## config.mk

```make
export PLATFORM = sky130hd
export DESIGN_NAME = clock_generator_osc_pll_control
export DESIGN_NICKNAME = d
export VERILOG_FILES = /design/src/logic/clkgen_pkg.sv /design/src/logic/clock_generator_osc_pll_control.sv /design/src/logic/pll_channel.sv
export SDC_FILE = /design/constraint.sdc
export NUM_CORES = 1
export LEC_CHECK = 0
export ABC_AREA = 0
export CAP_MARGIN = 25
export CORE_ASPECT_RATIO = 2
export CORE_MARGIN = 4
export CORE_UTILIZATION = 38
export CTS_CLUSTER_SIZE = 20
export DETAILED_ROUTE_END_ITERATION = 6
export DONT_BUFFER_PORTS = 1
export PLACE_DENSITY = 0.55
export SKIP_CTS_REPAIR_TIMING = 1
export SLEW_MARGIN = 20
export SYNTH_ARGS = -nofsm -noshare
export SYNTH_HDL_FRONTEND = slang
export SYNTH_HIERARCHICAL = 1
export SYNTH_SLANG_ARGS = --single-unit
```

## constraint.sdc

```tcl
create_clock -name REF_CLK -period 5.2 [get_ports REF_CLK]
set_input_delay 1.56 -clock REF_CLK [delete_from_list [all_inputs] [get_ports REF_CLK]]
set_output_delay 1.56 -clock REF_CLK [all_outputs]
set_load 0.03 [all_outputs]
```

## src/logic/clkgen_pkg.sv

```systemverilog
package clkgen_pkg;

    // main oscillator startup
    localparam int              OSC_COUNT_W        = 8;
    localparam logic [7:0]      OSC_COUNT_RST      = 8'h00;
    localparam logic [2:0]      SLOW_PRESCALE_LAST = 3'h7;

    // frequency measurement from a slow rise to the 16th slow clock fall
    localparam int              TALLY_W            = 16;
    localparam logic [15:0]     TALLY_MAX          = 16'hffff;
    localparam logic [3:0]      MEAS_FALL_LAST     = 4'hf;

    // pll fields
    localparam int              DIV_W              = 8;
    localparam int              MUL_W              = 11;
    localparam int              SETTLE_W           = 6;
    localparam int              CREDIT_W           = 16;
    localparam int              CP_W               = 8;
    localparam logic [7:0]      DIV_RST            = 8'h00;
    localparam logic [10:0]     MUL_RST            = 11'h000;
    localparam logic [5:0]      SETTLE_RST         = 6'h00;
    localparam logic [7:0]      CP_RST             = 8'h00;

    // status / mask bit positions
    localparam int              IRQ_W              = 4;
    localparam int              IRQ_STABLE_BIT     = 0;
    localparam int              IRQ_LOCK_A_BIT     = 1;
    localparam int              IRQ_LOCK_B_BIT     = 2;
    localparam int              IRQ_FREQ_BIT       = 3;

    typedef enum logic [3:0] {
        MEAS_IDLE = 4'b0001,
        MEAS_ARM  = 4'b0010,
        MEAS_RUN  = 4'b0100,
        MEAS_DONE = 4'b1000
    } meas_state_e;

endpackage

```

## src/logic/clock_generator_osc_pll_control.sv

```systemverilog
// Contract
// RULE1 - reset: oscillator off, slow clock selected
// RULE2 - clearing enable clears the stable flag
// RULE3 - software loads startup count for crystal
// RULE4 - enable write clears flag, counts down slow/8
// RULE5 - count reaching zero sets stable flag
// RULE6 - tally starts after slow rise once stable
// RULE7 - sixteenth slow fall stops tally, sets done
// RULE8 - bypass needs bypass one, enable zero (code drives bypass from the bypass bit alone, whatever the enable)
// RULE9 - software keeps divided input above minimum
// RULE10 - divider accepts 1 to 255
// RULE11 - divider zero holds outputs low
// RULE12 - reset clears every divider field
// RULE13 - output scales by (factor + 1) / divider
// RULE14 - zero factor powers pll down
// RULE15 - re-enable or change clears settled flag
// RULE16 - settle count on slow clock sets settled
// RULE17 - software sizes settle count for filter
// RULE18 - software programs charge pump configuration
// RULE19 - unmasked flags form one level interrupt
module clock_generator_osc_pll_control
    import clkgen_pkg::*;
(
    // clock and reset
    input  wire logic                REF_CLK,
    input  wire logic                RST_N,
    // clock pins
    input  wire logic                SLOW_CLK,
    input  wire logic                MAIN_OSC_CLK,
    // main oscillator control
    input  wire logic                MAIN_OSC_CTRL_WR,
    input  wire logic                MAIN_OSC_ENABLE,
    input  wire logic [7:0]          OSC_STARTUP_COUNT,
    input  wire logic                OSC_BYPASS_SELECT,
    // pll a configuration
    input  wire logic                PLL_A_CFG_WR,
    input  wire logic [DIV_W-1:0]    PLL_A_DIVIDE,
    input  wire logic [MUL_W-1:0]    PLL_A_SCALE_FACTOR,
    input  wire logic [SETTLE_W-1:0] PLL_A_SETTLE_COUNT,
    // pll b configuration
    input  wire logic                PLL_B_CFG_WR,
    input  wire logic [DIV_W-1:0]    PLL_B_DIVIDE,
    input  wire logic [MUL_W-1:0]    PLL_B_SCALE_FACTOR,
    input  wire logic [SETTLE_W-1:0] PLL_B_SETTLE_COUNT,
    // charge pump and interrupt mask
    input  wire logic                PLL_CP_CFG_WR,
    input  wire logic [CP_W-1:0]     PLL_CHARGE_PUMP_CFG,
    input  wire logic [IRQ_W-1:0]    POWER_IRQ_MASK,
    // analog controls
    output logic                     OSC_ENABLE_OUT,
    output logic                     OSC_BYPASS_OUT,
    output logic                     SLOW_CLK_SELECTED,
    output logic                     PLL_A_POWER_ON,
    output logic                     PLL_B_POWER_ON,
    output logic [CP_W-1:0]          PLL_CP_OUT,
    // status
    output logic                     MAIN_OSC_STABLE_FLAG,
    output logic                     FREQ_MEASURE_DONE,
    output logic [TALLY_W-1:0]       MAIN_CYCLE_TALLY,
    output logic                     PLL_A_SETTLED,
    output logic                     PLL_B_SETTLED,
    output logic                     POWER_IRQ,
    // generated clocks
    output logic                     PLL_A_CLK_OUT,
    output logic                     PLL_B_CLK_OUT
);

    logic                   rst_meta_reg;
    logic                   rst_n;
    logic                   slow_meta_reg, slow_sync_reg, slow_prev_reg;
    logic                   main_meta_reg, main_sync_reg, main_prev_reg;
    logic                   slow_rise, slow_fall, main_rise;

    logic [2:0]             pre8_reg,      pre8_next;
    logic                   tick8;
    logic                   osc_en_reg,    osc_en_next;
    logic                   bypass_reg,    bypass_next;
    logic [OSC_COUNT_W-1:0] osc_cnt_reg,   osc_cnt_next;
    logic                   starting_reg,  starting_next;
    logic                   stable_reg,    stable_next;
    logic                   sel_slow_reg,  sel_slow_next;

    meas_state_e            meas_reg,      meas_next;
    logic [3:0]             fall_cnt_reg,  fall_cnt_next;
    logic [TALLY_W-1:0]     tally_reg,     tally_next;
    logic                   done_reg,      done_next;

    logic [CP_W-1:0]        cp_reg,        cp_next;
    logic [IRQ_W-1:0]       flags;
    logic                   irq_reg,       irq_next;
    logic                   lock_a, lock_b;
    logic                   pwr_a, pwr_b;
    logic                   out_a, out_b;

    // reset release through two flops
    always_ff @(posedge REF_CLK or negedge RST_N) begin
        if (!RST_N) begin
            rst_meta_reg <= 1'b0;
            rst_n        <= 1'b0;
        end else begin
            rst_meta_reg <= 1'b1;
            rst_n        <= rst_meta_reg;
        end
    end

    // pin synchronisers and edge detect
    always_ff @(posedge REF_CLK or negedge rst_n) begin
        if (!rst_n) begin
            slow_meta_reg <= 1'b0;
            slow_sync_reg <= 1'b0;
            slow_prev_reg <= 1'b0;
            main_meta_reg <= 1'b0;
            main_sync_reg <= 1'b0;
            main_prev_reg <= 1'b0;
        end else begin
            slow_meta_reg <= SLOW_CLK;
            slow_sync_reg <= slow_meta_reg;
            slow_prev_reg <= slow_sync_reg;
            main_meta_reg <= MAIN_OSC_CLK;
            main_sync_reg <= main_meta_reg;
            main_prev_reg <= main_sync_reg;
        end
    end

    assign slow_rise = slow_sync_reg && !slow_prev_reg;
    assign slow_fall = !slow_sync_reg && slow_prev_reg;
    assign main_rise = main_sync_reg && !main_prev_reg;
    assign tick8     = slow_rise && (pre8_reg == SLOW_PRESCALE_LAST);

    // main oscillator enable and startup countdown
    always_comb begin
        pre8_next     = pre8_reg;
        osc_en_next   = osc_en_reg;
        bypass_next   = bypass_reg;
        osc_cnt_next  = osc_cnt_reg;
        starting_next = starting_reg;
        stable_next   = stable_reg;
        sel_slow_next = !stable_reg;                       // [RULE1]
        if (slow_rise)
            pre8_next = pre8_reg + 3'h1;
        if (MAIN_OSC_CTRL_WR) begin
            osc_en_next = MAIN_OSC_ENABLE;
            bypass_next = OSC_BYPASS_SELECT;               // [RULE8]
            stable_next = 1'b0;                            // [RULE2] [RULE4]
            if (MAIN_OSC_ENABLE) begin
                osc_cnt_next  = OSC_STARTUP_COUNT;         // [RULE4]
                starting_next = 1'b1;
                pre8_next     = 3'h0;
            end else begin
                osc_cnt_next  = OSC_COUNT_RST;
                starting_next = 1'b0;
            end
        end else if (starting_reg && tick8) begin
            if (osc_cnt_reg <= OSC_COUNT_W'(1)) begin
                osc_cnt_next  = OSC_COUNT_RST;
                starting_next = 1'b0;
                stable_next   = 1'b1;                      // [RULE5]
            end else begin
                osc_cnt_next = osc_cnt_reg - OSC_COUNT_W'(1);
            end
        end
    end

    always_ff @(posedge REF_CLK or negedge rst_n) begin
        if (!rst_n) begin
            pre8_reg     <= 3'h0;
            osc_en_reg   <= 1'b0;                          // [RULE1]
            bypass_reg   <= 1'b0;
            osc_cnt_reg  <= OSC_COUNT_RST;
            starting_reg <= 1'b0;
            stable_reg   <= 1'b0;
            sel_slow_reg <= 1'b1;                          // [RULE1]
        end else begin
            pre8_reg     <= pre8_next;
            osc_en_reg   <= osc_en_next;
            bypass_reg   <= bypass_next;
            osc_cnt_reg  <= osc_cnt_next;
            starting_reg <= starting_next;
            stable_reg   <= stable_next;
            sel_slow_reg <= sel_slow_next;
        end
    end

    // main clock frequency measurement
    always_comb begin
        meas_next     = meas_reg;
        fall_cnt_next = fall_cnt_reg;
        tally_next    = tally_reg;
        done_next     = done_reg;
        case (meas_reg)
            MEAS_IDLE: begin
                done_next = 1'b0;
                if (stable_reg)
                    meas_next = MEAS_ARM;
            end
            MEAS_ARM: begin
                if (!stable_reg) begin
                    meas_next = MEAS_IDLE;
                end else if (slow_rise) begin
                    meas_next     = MEAS_RUN;              // [RULE6]
                    fall_cnt_next = 4'h0;
                    tally_next    = '0;
                end
            end
            MEAS_RUN: begin
                if (!stable_reg) begin
                    meas_next = MEAS_IDLE;
                end else begin
                    if (main_rise && tally_reg != TALLY_MAX)
                        tally_next = tally_reg + TALLY_W'(1); // [RULE6]
                    if (slow_fall) begin
                        fall_cnt_next = fall_cnt_reg + 4'h1;
                        if (fall_cnt_reg == MEAS_FALL_LAST) begin
                            meas_next = MEAS_DONE;         // [RULE7]
                            done_next = 1'b1;
                        end
                    end
                end
            end
            MEAS_DONE: begin
                if (!stable_reg) begin
                    meas_next = MEAS_IDLE;
                    done_next = 1'b0;
                end
            end
            default: begin
                meas_next = MEAS_IDLE;
                done_next = 1'b0;
            end
        endcase
    end

    always_ff @(posedge REF_CLK or negedge rst_n) begin
        if (!rst_n) begin
            meas_reg     <= MEAS_IDLE;
            fall_cnt_reg <= 4'h0;
            tally_reg    <= '0;
            done_reg     <= 1'b0;
        end else begin
            meas_reg     <= meas_next;
            fall_cnt_reg <= fall_cnt_next;
            tally_reg    <= tally_next;
            done_reg     <= done_next;
        end
    end

    // the two pll channels share the main clock as source
    pll_channel u_pll_a (
        .clk       (REF_CLK),
        .rst_n     (rst_n),
        .src_rise  (main_rise),
        .slow_rise (slow_rise),
        .cfg_wr    (PLL_A_CFG_WR),
        .div_in    (PLL_A_DIVIDE),
        .mul_in    (PLL_A_SCALE_FACTOR),
        .settle_in (PLL_A_SETTLE_COUNT),
        .pll_out   (out_a),
        .settled   (lock_a),
        .powered   (pwr_a)
    );

    pll_channel u_pll_b (
        .clk       (REF_CLK),
        .rst_n     (rst_n),
        .src_rise  (main_rise),
        .slow_rise (slow_rise),
        .cfg_wr    (PLL_B_CFG_WR),
        .div_in    (PLL_B_DIVIDE),
        .mul_in    (PLL_B_SCALE_FACTOR),
        .settle_in (PLL_B_SETTLE_COUNT),
        .pll_out   (out_b),
        .settled   (lock_b),
        .powered   (pwr_b)
    );

    // charge pump setting and interrupt level
    always_comb begin
        flags                 = '0;
        flags[IRQ_STABLE_BIT] = stable_reg;
        flags[IRQ_LOCK_A_BIT] = lock_a;
        flags[IRQ_LOCK_B_BIT] = lock_b;
        flags[IRQ_FREQ_BIT]   = done_reg;
        irq_next = |(flags & POWER_IRQ_MASK);              // [RULE19]
        cp_next  = PLL_CP_CFG_WR ? PLL_CHARGE_PUMP_CFG : cp_reg; // [RULE18]
    end

    always_ff @(posedge REF_CLK or negedge rst_n) begin
        if (!rst_n) begin
            irq_reg <= 1'b0;
            cp_reg  <= CP_RST;
        end else begin
            irq_reg <= irq_next;
            cp_reg  <= cp_next;
        end
    end

    assign OSC_ENABLE_OUT       = osc_en_reg;
    assign OSC_BYPASS_OUT       = bypass_reg;
    assign SLOW_CLK_SELECTED    = sel_slow_reg;
    assign PLL_A_POWER_ON       = pwr_a;
    assign PLL_B_POWER_ON       = pwr_b;
    assign PLL_CP_OUT           = cp_reg;
    assign MAIN_OSC_STABLE_FLAG = stable_reg;
    assign FREQ_MEASURE_DONE    = done_reg;
    assign MAIN_CYCLE_TALLY     = tally_reg;
    assign PLL_A_SETTLED        = lock_a;
    assign PLL_B_SETTLED        = lock_b;
    assign POWER_IRQ            = irq_reg;
    assign PLL_A_CLK_OUT        = out_a;
    assign PLL_B_CLK_OUT        = out_b;

    property p_disable_clears;
        @(posedge REF_CLK) disable iff (!rst_n)
        (MAIN_OSC_CTRL_WR && !MAIN_OSC_ENABLE)
            |=> !stable_reg && !starting_reg && !osc_en_reg;
    endproperty
    a_disable_clears: assert property (p_disable_clears) // [RULE2]
        else $error("oscillator disable left stable flag set");

    property p_enable_loads;
        @(posedge REF_CLK) disable iff (!rst_n)
        (MAIN_OSC_CTRL_WR && MAIN_OSC_ENABLE)
            |=> !stable_reg && starting_reg
                && osc_cnt_reg == $past(OSC_STARTUP_COUNT);
    endproperty
    a_enable_loads: assert property (p_enable_loads) // [RULE4]
        else $error("startup count not loaded on enable");

    property p_stable_at_zero;
        @(posedge REF_CLK) disable iff (!rst_n)
        (starting_reg && tick8 && osc_cnt_reg <= OSC_COUNT_W'(1)
            && !MAIN_OSC_CTRL_WR) |=> stable_reg && !starting_reg;
    endproperty
    a_stable_at_zero: assert property (p_stable_at_zero) // [RULE5]
        else $error("startup countdown end did not set stable");

    property p_count_only_on_tick;
        @(posedge REF_CLK) disable iff (!rst_n)
        (starting_reg && !tick8 && !MAIN_OSC_CTRL_WR)
            |=> $stable(osc_cnt_reg) && !stable_reg;
    endproperty
    a_count_only_on_tick: assert property (p_count_only_on_tick) // [RULE4]
        else $error("startup counter moved without slow/8 tick");

    property p_run_needs_stable;
        @(posedge REF_CLK) disable iff (!rst_n)
        (meas_reg == MEAS_RUN) |-> $past(stable_reg);
    endproperty
    a_run_needs_stable: assert property (p_run_needs_stable) // [RULE6]
        else $error("tally running without stable oscillator");

    property p_done_at_sixteen;
        @(posedge REF_CLK) disable iff (!rst_n)
        (meas_reg == MEAS_RUN && stable_reg && slow_fall
            && fall_cnt_reg == MEAS_FALL_LAST)
            |=> done_reg ##1 $stable(tally_reg);
    endproperty
    a_done_at_sixteen: assert property (p_done_at_sixteen) // [RULE7]
        else $error("tally did not stop at sixteenth fall");

    property p_irq_level;
        @(posedge REF_CLK) disable iff (!rst_n)
        (|(flags & POWER_IRQ_MASK)) |=> irq_reg;
    endproperty
    a_irq_level: assert property (p_irq_level) // [RULE19]
        else $error("unmasked flag did not raise interrupt");

    property p_slow_selected;
        @(posedge REF_CLK) disable iff (!rst_n)
        !stable_reg |=> sel_slow_reg;
    endproperty
    a_slow_selected: assert property (p_slow_selected) // [RULE1]
        else $error("slow clock not selected while main unstable");

    c_stable: cover property (@(posedge REF_CLK) disable iff (!rst_n)
        $rose(stable_reg));
    c_done: cover property (@(posedge REF_CLK) disable iff (!rst_n)
        $rose(done_reg));
    c_irq: cover property (@(posedge REF_CLK) disable iff (!rst_n)
        $rose(irq_reg));

endmodule // clock_generator_osc_pll_control

```

## src/logic/pll_channel.sv

```systemverilog
module pll_channel
    import clkgen_pkg::*;
(
    // clock and reset
    input  wire logic                clk,
    input  wire logic                rst_n,
    // timing enables
    input  wire logic                src_rise,
    input  wire logic                slow_rise,
    // configuration
    input  wire logic                cfg_wr,
    input  wire logic [DIV_W-1:0]    div_in,
    input  wire logic [MUL_W-1:0]    mul_in,
    input  wire logic [SETTLE_W-1:0] settle_in,
    // results
    output logic                     pll_out,
    output logic                     settled,
    output logic                     powered
);

    logic [DIV_W-1:0]    div_reg,      div_next;
    logic [MUL_W-1:0]    mul_reg,      mul_next;
    logic [SETTLE_W-1:0] settle_reg,   settle_next;
    logic [SETTLE_W-1:0] cnt_reg,      cnt_next;
    logic                counting_reg, counting_next;
    logic                settled_reg,  settled_next;
    logic [DIV_W-1:0]    pre_reg,      pre_next;
    logic [CREDIT_W-1:0] credit_reg,   credit_next;
    logic                out_reg,      out_next;
    logic                powered_reg,  powered_next;
    logic                changed;
    logic                active;
    logic [CREDIT_W:0]   credit_sum;

    assign changed = cfg_wr && ({div_in, mul_in, settle_in}
                     != {div_reg, mul_reg, settle_reg});
    assign active  = (div_reg != DIV_RST) && (mul_reg != MUL_RST);

    always_comb begin
        div_next      = div_reg;
        mul_next      = mul_reg;
        settle_next   = settle_reg;
        cnt_next      = cnt_reg;
        counting_next = counting_reg;
        settled_next  = settled_reg;
        pre_next      = pre_reg;
        credit_next   = credit_reg;
        out_next      = out_reg;
        credit_sum    = {1'b0, credit_reg};
        if (changed) begin
            div_next     = div_in;
            mul_next     = mul_in;
            settle_next  = settle_in;
            settled_next = 1'b0;                           // [RULE15]
            counting_next = (mul_in != MUL_RST);           // [RULE14]
            cnt_next     = settle_in;                      // [RULE16]
        end else if (counting_reg && slow_rise) begin
            if (cnt_reg <= SETTLE_W'(1)) begin
                cnt_next      = SETTLE_RST;
                counting_next = 1'b0;
                settled_next  = 1'b1;                      // [RULE16]
            end else begin
                cnt_next = cnt_reg - SETTLE_W'(1);
            end
        end
        powered_next = (mul_next != MUL_RST);              // [RULE14]
        if (!active) begin
            pre_next    = DIV_RST;                         // [RULE11]
            credit_next = '0;
            out_next    = 1'b0;                            // [RULE11]
        end else begin
            if (credit_reg != '0) begin
                credit_sum = credit_sum - (CREDIT_W+1)'(1);
                out_next   = ~out_reg;
            end
            if (src_rise) begin
                if (pre_reg >= div_reg - DIV_W'(1)) begin  // [RULE10]
                    pre_next   = DIV_RST;
                    // two half periods per step of (mul + 1)
                    credit_sum = credit_sum
                        + (CREDIT_W+1)'({mul_reg, 1'b0})
                        + (CREDIT_W+1)'(2);                // [RULE13]
                end else begin
                    pre_next = pre_reg + DIV_W'(1);
                end
            end
            if (credit_sum[CREDIT_W])
                credit_next = '1;
            else
                credit_next = credit_sum[CREDIT_W-1:0];
        end
    end

    always_ff @(posedge clk or negedge rst_n) begin
        if (!rst_n) begin
            div_reg      <= DIV_RST;                       // [RULE12]
            mul_reg      <= MUL_RST;
            settle_reg   <= SETTLE_RST;
            cnt_reg      <= SETTLE_RST;
            counting_reg <= 1'b0;
            settled_reg  <= 1'b0;
            pre_reg      <= DIV_RST;
            credit_reg   <= '0;
            out_reg      <= 1'b0;
            powered_reg  <= 1'b0;
        end else begin
            div_reg      <= div_next;
            mul_reg      <= mul_next;
            settle_reg   <= settle_next;
            cnt_reg      <= cnt_next;
            counting_reg <= counting_next;
            settled_reg  <= settled_next;
            pre_reg      <= pre_next;
            credit_reg   <= credit_next;
            out_reg      <= out_next;
            powered_reg  <= powered_next;
        end
    end

    assign pll_out = out_reg;
    assign settled = settled_reg;
    assign powered = powered_reg;

    property p_div_zero_low;
        @(posedge clk) disable iff (!rst_n)
        (div_reg == DIV_RST) |=> !out_reg;
    endproperty
    a_div_zero_low: assert property (p_div_zero_low) // [RULE11]
        else $error("pll output toggles with divider zero");

    property p_change_clears;
        @(posedge clk) disable iff (!rst_n)
        changed |=> !settled_reg ##0 (counting_reg == (mul_reg != MUL_RST));
    endproperty
    a_change_clears: assert property (p_change_clears) // [RULE15]
        else $error("parameter change did not clear settled flag");

    property p_settle_end;
        @(posedge clk) disable iff (!rst_n)
        (counting_reg && slow_rise && cnt_reg <= SETTLE_W'(1) && !changed)
            |=> settled_reg && !counting_reg;
    endproperty
    a_settle_end: assert property (p_settle_end) // [RULE16]
        else $error("settle count ended without settled flag");

    property p_mul_zero_idle;
        @(posedge clk) disable iff (!rst_n)
        (mul_reg == MUL_RST) |-> !counting_reg && !settled_reg;
    endproperty
    a_mul_zero_idle: assert property (p_mul_zero_idle) // [RULE14]
        else $error("disabled pll counting or settled");

    c_settled: cover property (@(posedge clk) disable iff (!rst_n)
        $rose(settled_reg));

endmodule // pll_channel

```

==> summary.md, run 1 <==
| Metric | Value |
|---|---|
| Die Wd | 132 um |
| TritonCTS clock tree | built |
| Vias | 8,754 |
| Port-buffer cells | 0 |
| GR Overflow Total | 0 |
| First-pass DRT Iterations | 5 |
| Total Power Consumption | 5.37 mW |
| Largest net degree at the start of global routing | 73 |
| Post-DP HPWL | 22,700 um |
| Worst-path clk slew | 80 ps |
| N_diodes | 0 |
| Final Max Slew Viols | 0 |
| Drt drc | 0 |
| Vias per cell | 5.70 |
| Cells after synthesis | 1,161 |
| Status | finished, final reports clean |
| Cell area after synthesis | 11,600 sq um |
| Req. time, crit path | 5530 ps |
| Final Cycle Share | 87.9% |
| Post-synth EDFFs | 0 |
| CP Capture Type | flop |
| Die area | 33,600 sq um |
| Tot GR Track Use | 17.5% |
| Drt initial violations | 271 |
| VDD IR max | 0.265 mV |
| Crit-path max FO | 13 |
| Max-cap check violation count | 0 |
| Initial antenna violation count | 0 |
| Num ports | 116 |
| Relative slew slack | 42.6% |
| Nets@finish | 1,314 |
| RSZ-0062 raised after global routing | false |
| Crit-path max cell delay | 460 ps |
| Synth warn | 6 |
| CTS H-tree depth | 4 |
| Core area | 30,200 sq um |
| Clock Path Buffers | 2 |
| Setup violators final | 0 |
| Row Count | 90 |
| CP Launch Type | flop |
| Avg Cell Area, Syn | 10.0 sq um |
| Final min period | 4570 ps |
| Worst path cell trace | nor4_2 > nand4b_1 > nor4_1 > o21ai_0 > ha_1 > ha_1 > fa_1 > a21o_1 > nand4_1 > a31oi_2 > a311oi_2 > nor4_4 > xnor2_2 > buf_4 > a21oi_1 |
| CTS Root Cell | clkbuf_16 |
| Final wirelength | 29,200 um |
| Most used DFF post-synth | dfrtp_1 |
| FF+latch count, synth | 176 |
| Ys async rst share | 100% |
| WL/cell | 19.0 um |
| Later-pin clock latency in the skew report | 460 ps |
| Placer Congestion | 0.864 |
| Min-delay worst type | reg2reg |
| CP most frequent cell | ha_1 |
| Power per cell area | 426 nW/um^2 |
| Hold violation total from the final report | 0 |
| Clock Skews | 13.3 ps |
| Max stage delay cell, worst path | dfrtp_1 |
| CTS Buf Count | 17 |
| Leading cell types in the layout, fill and taps excluded | dfrtp_1, nor2_1, nand2_1, ha_1, mux2_2 |
| CP arrival | 4900 ps |
| TNS Setup | 0 ps |
| Vias in the first global route | 9,155 |
| Fmax | 219 MHz |
| Seq/Total Area, Yosys | 37.9% |
| Cell family with most CP delay | simple AND/OR/NAND/NOR gates |
| Starting Density | 38.5% |
| Pleak | 5.24 nW |
| Slew @ Worst Pin | 859 ps |
| First-pass GRT wire length | 47,400 um |
| Critical path class | reg2reg |
| Num Clock Sinks | 176 |
| Syn_nets | 1,321 |
| Share of post-route cells with drive strength above 1 | 15.7% |
| Post-route ant nets | 0 |
| Die H | 255 um |
| Worst Path Buf+Inv | 1 |
| Distinct cells, synth | 106 |
| Area Overhead vs Synth | 8.52% |
| Most common cell after layout, fill and taps aside | dfrtp_1 |
-- cell usage after synthesis (18+ instances only) --
master    count  area (sq um)
dfrtp_1     174          4350
nor2_1       82           308
nand2_1      79           297
ha_1         78           976
mux2_2       60           676
xor2_1       55           482
xnor2_1      53           464
a21oi_1      51           255
inv_1        43           161
o21ai_0      42           210
nor3_1       41           205
nand3_1      40           200
a31oi_1      28           175
mux2i_1      21           210
a21oi_2      19           166
nand2b_1     18           113
nor4_1       18           113
-- per-layer routing --
metal	global-route usage (%)	up-vias	share of wire [%]
li1	-	4264	-
met5	0	-	0
met1	16.9	4303	36
met3	4.19	41	3.9
met4	6.37	0	2.4
met2	35.1	146	58
-- per-stage QoR --
step                hold slack, ps  instances  utilization [%]  area, sq um  setup slack, ps
floorplan                      331       1161                -        11600             1210
global placement               335       1502             39.7        12000              744
detailed placement             345       1503             39.7        12000              631
CTS                            363       1535             41.8        12600              591
global route                   377       1535             41.8        12600              307
finish                         359       1535             41.8        12600              627
-- cell families (layout without fill, tap and decap cells) --
| family | count (synthesis) | count (layout) | synth area share (%) |
|---|---|---|---|
| and+or+nand+nor | 376 | 376 | 17.8 |
| AOI/OAI and AO/OA | 250 | 250 | 15.6 |
| DFF | 176 | 176 | 37.9 |
| xor gates and xnor gates | 110 | 110 | 8.42 |
| muxes | 85 | 85 | 8.01 |
| buffers and inverters | 83 | 89 | 3.46 |
| adders and majority gates | 80 | 80 | 8.74 |
| other | 1 | 1 | 0.0323 |
-- power by group --
part	switching [mW]	internal [mW]
sequential	0.343	1.60
combinational	1.12	0.972
clock	0.670	0.669
total	2.13	3.24
-- cell type report --
type,count,area [sq um]
clock buffers,18,439
clock inverters,14,183
fillers,2946,17600
inverters,44,165
multi-input cells,902,6850
flip-flops and latches,176,4410
well taps,368,460
repair buffers,13,108
-- worst register-to-register path: cells and delay by family (launching register included) --
family	cells	cell delay, ps
AO/OA/AOI/OAI	5	1120
flip-flops	1	460
buffers and inverters	1	290
AND/OR/NAND/NOR	5	1370
XOR/XNOR	1	240
adder cells (fa/ha/maj)	3	970
-- final timing paths --
path | startpoint | endpoint | slack, ps | cells after the start
worst max-delay path | u_pll_a/credit_reg[8]$_DFF_PN0_ | u_pll_a/credit_reg[2]$_DFF_PN0_ | 630 | 15
worst min-delay path | slow_meta_reg$_DFF_PN0_ | slow_sync_reg$_DFF_PN0_ | 360 | 0
worst max register to register | u_pll_a/credit_reg[8]$_DFF_PN0_ | u_pll_a/credit_reg[2]$_DFF_PN0_ | 630 | 15
worst min register to register | slow_meta_reg$_DFF_PN0_ | slow_sync_reg$_DFF_PN0_ | 360 | 0
max in group asynchronous | rst_n$_DFF_PN0_ | u_pll_b/credit_reg[8]$_DFF_PN0_ | 3630 | 1
min in group asynchronous | rst_n$_DFF_PN0_ | OSC_BYPASS_OUT$_DFFE_PN0P_ | 450 | 0
Note: power is estimated with default switching activity, not from simulation.
==> inputs of run 2 (changes only) <==
Settings changed: CORE_MARGIN 4 to not set, PLACE_DENSITY 0.55 to 0.53, SETUP_SLACK_MARGIN set to 0.05.
Clock period 5.2 ns to 4.6 ns, I/O delays scaled along.
==> run 2 against run 1 <==
Clock power rose by 15%. Largest cell class unchanged. Combinational power up 21%. Final cell count increased by 0.85%. Total power is 16% higher. The run now ends with design-rule violations left. Maximum frequency grew 8.6%. Critical path depth down 1. Critical path type unchanged. Sequential share of layout area decreased by 0.45 points. Utilization grew 0.54 points. Sequential power rose by 12%. Worst hold slack worse by 110 ps. Count of clock-buffer cells in the layout is 1 higher.
==> summary.md, run 2 (same netlist as run 1, synthesis figures left out) <==
| Metric | Value |
|---|---|
| Status | finished, violations left |
| Failing checks | design-rule violations |
| # fillers | 2,997 (+1.7%) |
| Port-buffer cells | 0 (unchanged) |
| Power share of the clock group | 24.7% (-0.2 points) |
| Fin worst setup slack | 387 ps (-239 ps) |
| Switch Pwr | 2.43 mW (+14%) |
| Die area | 31,300 sq um (-6.8%) |
| Sequential share of power | 34.9% (-1.2 points) |
| Die Wd | 126 um (-4.6%) |
| FF-to-FF Start | u_pll_b/credit_reg[3]$_DFF_PN0_ |
| Num Clock Sinks | 176 (unchanged) |
| CTS H-tree depth | 4 (unchanged) |
| WL/cell | 19.5 um (+2.6%) |
| Setup violators final | 0 (unchanged) |
| CP arrival | 4580 ps (-320 ps) |
| Final hold slack | 253 ps (-106 ps) |
| Layout Cells excl Fill | 1,548 (+0.85%) |
| Vias | 8,798 (+0.50%) |
| Met1 usage | 18.1% (+1.2 points) |
| Num ports | 116 (unchanged) |
| Final Cycle Share | 91.6% (+3.6 points) |
| Req. time, crit path | 4970 ps (-560 ps) |
| Row Count | 90 (unchanged) |
| Crit-path max FO | 15 (+2) |
| Final wirelength | 30,200 um (+3.5%) |
| M3 GR Usage | 3.72% (-0.48 points) |
| Share of post-route cells with drive strength above 1 | 16.7% (+1.0 points) |
| Fmax | 237 MHz (+8.6%) |
| Largest net degree at the start of global routing | 61 (-16%) |
| Reg2reg setup slack | 390 ps (-240 ps) |
| Area occupied by registers | 4410 sq um (unchanged) |
| Post-DP HPWL | 23,900 um (+5.7%) |
| Clock Path Buffers | 2 (unchanged) |
| CTS Buf Count | 17 (unchanged) |
| Total Power Consumption | 6.24 mW (+16%) |
| Multi-input logic area | 6880 sq um (+0.46%) |
| RSZ-0062 raised after global routing | false |
| First-pass DRT Iterations | 7 (+2) |
| Relative slew slack | 41.0% (-1.6 points) |
| Tot GR Track Use | 20.1% (+2.6 points) |
| CTS Root Cell | clkbuf_16 |
| Area Overhead vs Synth | 9.92% |
| Clock Skews | 12.1 ps (-1.22 ps) |
| DP Area | 12,100 sq um (+1.3%) |
| Leading cell types in the layout, fill and taps excluded | dfrtp_1, nor2_1, nand2_1, ha_1, mux2_2 |
| Worst-path clk slew | 80 ps (about the same) |
| Met2 Usage GRT | 39.9% (+4.8 points) |
| Post-Place Cells | 1,516 (+0.86%) |
| TNS Setup | 0 ps (unchanged) |
| Final instance area | 12,800 sq um (+1.3%) |
| Post-route ant nets | 0 (unchanged) |
| Switching share of power | 39.0% (-0.70 points) |
| Final Max Slew Viols | 0 (unchanged) |
| Starting Density | 38.5% (unchanged) |
| Slew @ Worst Pin | 882 ps (+22.5 ps) |
| Die H | 249 um (-2.3%) |
| Final min period | 4210 ps (-361 ps) |
| Max-cap check violation count | 0 (unchanged) |
| Initial antenna violation count | 0 (unchanged) |
| TritonCTS clock tree | built |
| GRT busiest layer | met2 |
| Pre-CTS setup slack | 245 ps (-387 ps) |
| Hold violation total from the final report | 0 (unchanged) |
| VDD IR max | 0.262 mV (-1.1%) |
| Pleak | 5.32 nW (+1.5%) |
| R2R depth | 14 (-1) |
| GR Overflow Total | 0 (unchanged) |
| Nets@finish | 1,327 (+0.99%) |
| N_diodes | 0 (unchanged) |
| Int Power | 3.80 mW (+17%) |
| Min-delay worst type | reg2async |
| Placer Congestion | 0.845 (-2.2%) |
| CP Launch Type | flop |
| Power per cell area | 488 nW/um^2 (+15%) |
| Most common cell after layout, fill and taps aside | dfrtp_1 |
| Final core occ | 42.3% (+0.54 points) |
| Comb power frac | 40.4% (+1.4 points) |
| Later-pin clock latency in the skew report | 450 ps (about the same) |
| Drt drc | 6 (+6) |
| Critical R2R Capture | u_pll_b/credit_reg[11]$_DFF_PN0_ |
| Core area | 30,200 sq um (unchanged) |
| Vias per cell | 5.68 (-0.34%) |
| First-pass GRT wire length | 48,700 um (+2.8%) |
| CP Capture Type | flop |
| Vias in the first global route | 9,354 (+2.2%) |
| Drt initial violations | 300 (+11%) |
| Critical path class | reg2reg |
-- run 2: cell count changes in the layout (fill, tap and decap cells not counted), moves of 2 or more --
cell / previous run / this run
buf_4: 11 / 22
clkinv_8: 6 / 0
buf_12: 1 / 3
bufinv_16: 0 / 2
inv_6: 3 / 5
-- run 2: layer usage --
metal,vias up,routed length (um)
met2,192,17400
met3,72,1140
met1,4254,10100
li1,4280,-
met4,0,1630
met5,-,0
-- run 2: worst max-delay path: stages, from the launching register on --
cell and delay [ps]:
dfrtp_1 430, or4_1 700, or3_1 360, o21ai_0 300, ha_1 310, ha_1 370
o21ai_1 240, o211ai_1 120, a31oi_1 190, buf_4 160, o2111ai_4 160, a2111oi_4 420
nor2b_4 80, buf_12 160, a31oi_1 140
-- run 2: power by group through the flow --
| stage | sequential (mW) | combinational [mW] | clock (mW) |
|---|---|---|---|
| floorplan | 2.12 | 1.95 | 0 |
| global placement | 2.20 | 2.48 | 0 |
| detailed placement | 2.20 | 2.52 | 0 |
| CTS | 2.17 | 2.54 | 1.59 |
| global route | 2.23 | 2.81 | 1.64 |
| finish | 2.18 | 2.52 | 1.54 |
-- run 2: worst max path at each step --
stage | end | cells past startpoint | slack [ps] | from
5_1_grt | u_pll_a/credit_reg[3]$_DFF_PN0_ | 15 | 50 | u_pll_a/credit_reg[3]$_DFF_PN0_
6_report | u_pll_b/credit_reg[11]$_DFF_PN0_ | 14 | 390 | u_pll_b/credit_reg[3]$_DFF_PN0_
4_1_cts | u_pll_a/credit_reg[3]$_DFF_PN0_ | 16 | 220 | u_pll_a/credit_reg[8]$_DFF_PN0_
3_3_place_gp | u_pll_a/credit_reg[2]$_DFF_PN0_ | 16 | 330 | u_pll_a/credit_reg[8]$_DFF_PN0_
2_1_floorplan | u_pll_b/credit_reg[12]$_DFF_PN0_ | 17 | 610 | u_pll_b/credit_reg[0]$_DFFE_PN0P_
3_5_place_dp | u_pll_a/credit_reg[3]$_DFF_PN0_ | 16 | 240 | u_pll_a/credit_reg[8]$_DFF_PN0_
-- run 2: area by class of cell --
type	count	area share [%]
inverters	44	1.29
flip-flops and latches	176	34.5
repair buffers	26	1.98
multi-input cells	902	53.8
well taps	368	3.60
clock inverters	13	1.29
clock buffers	19	3.47
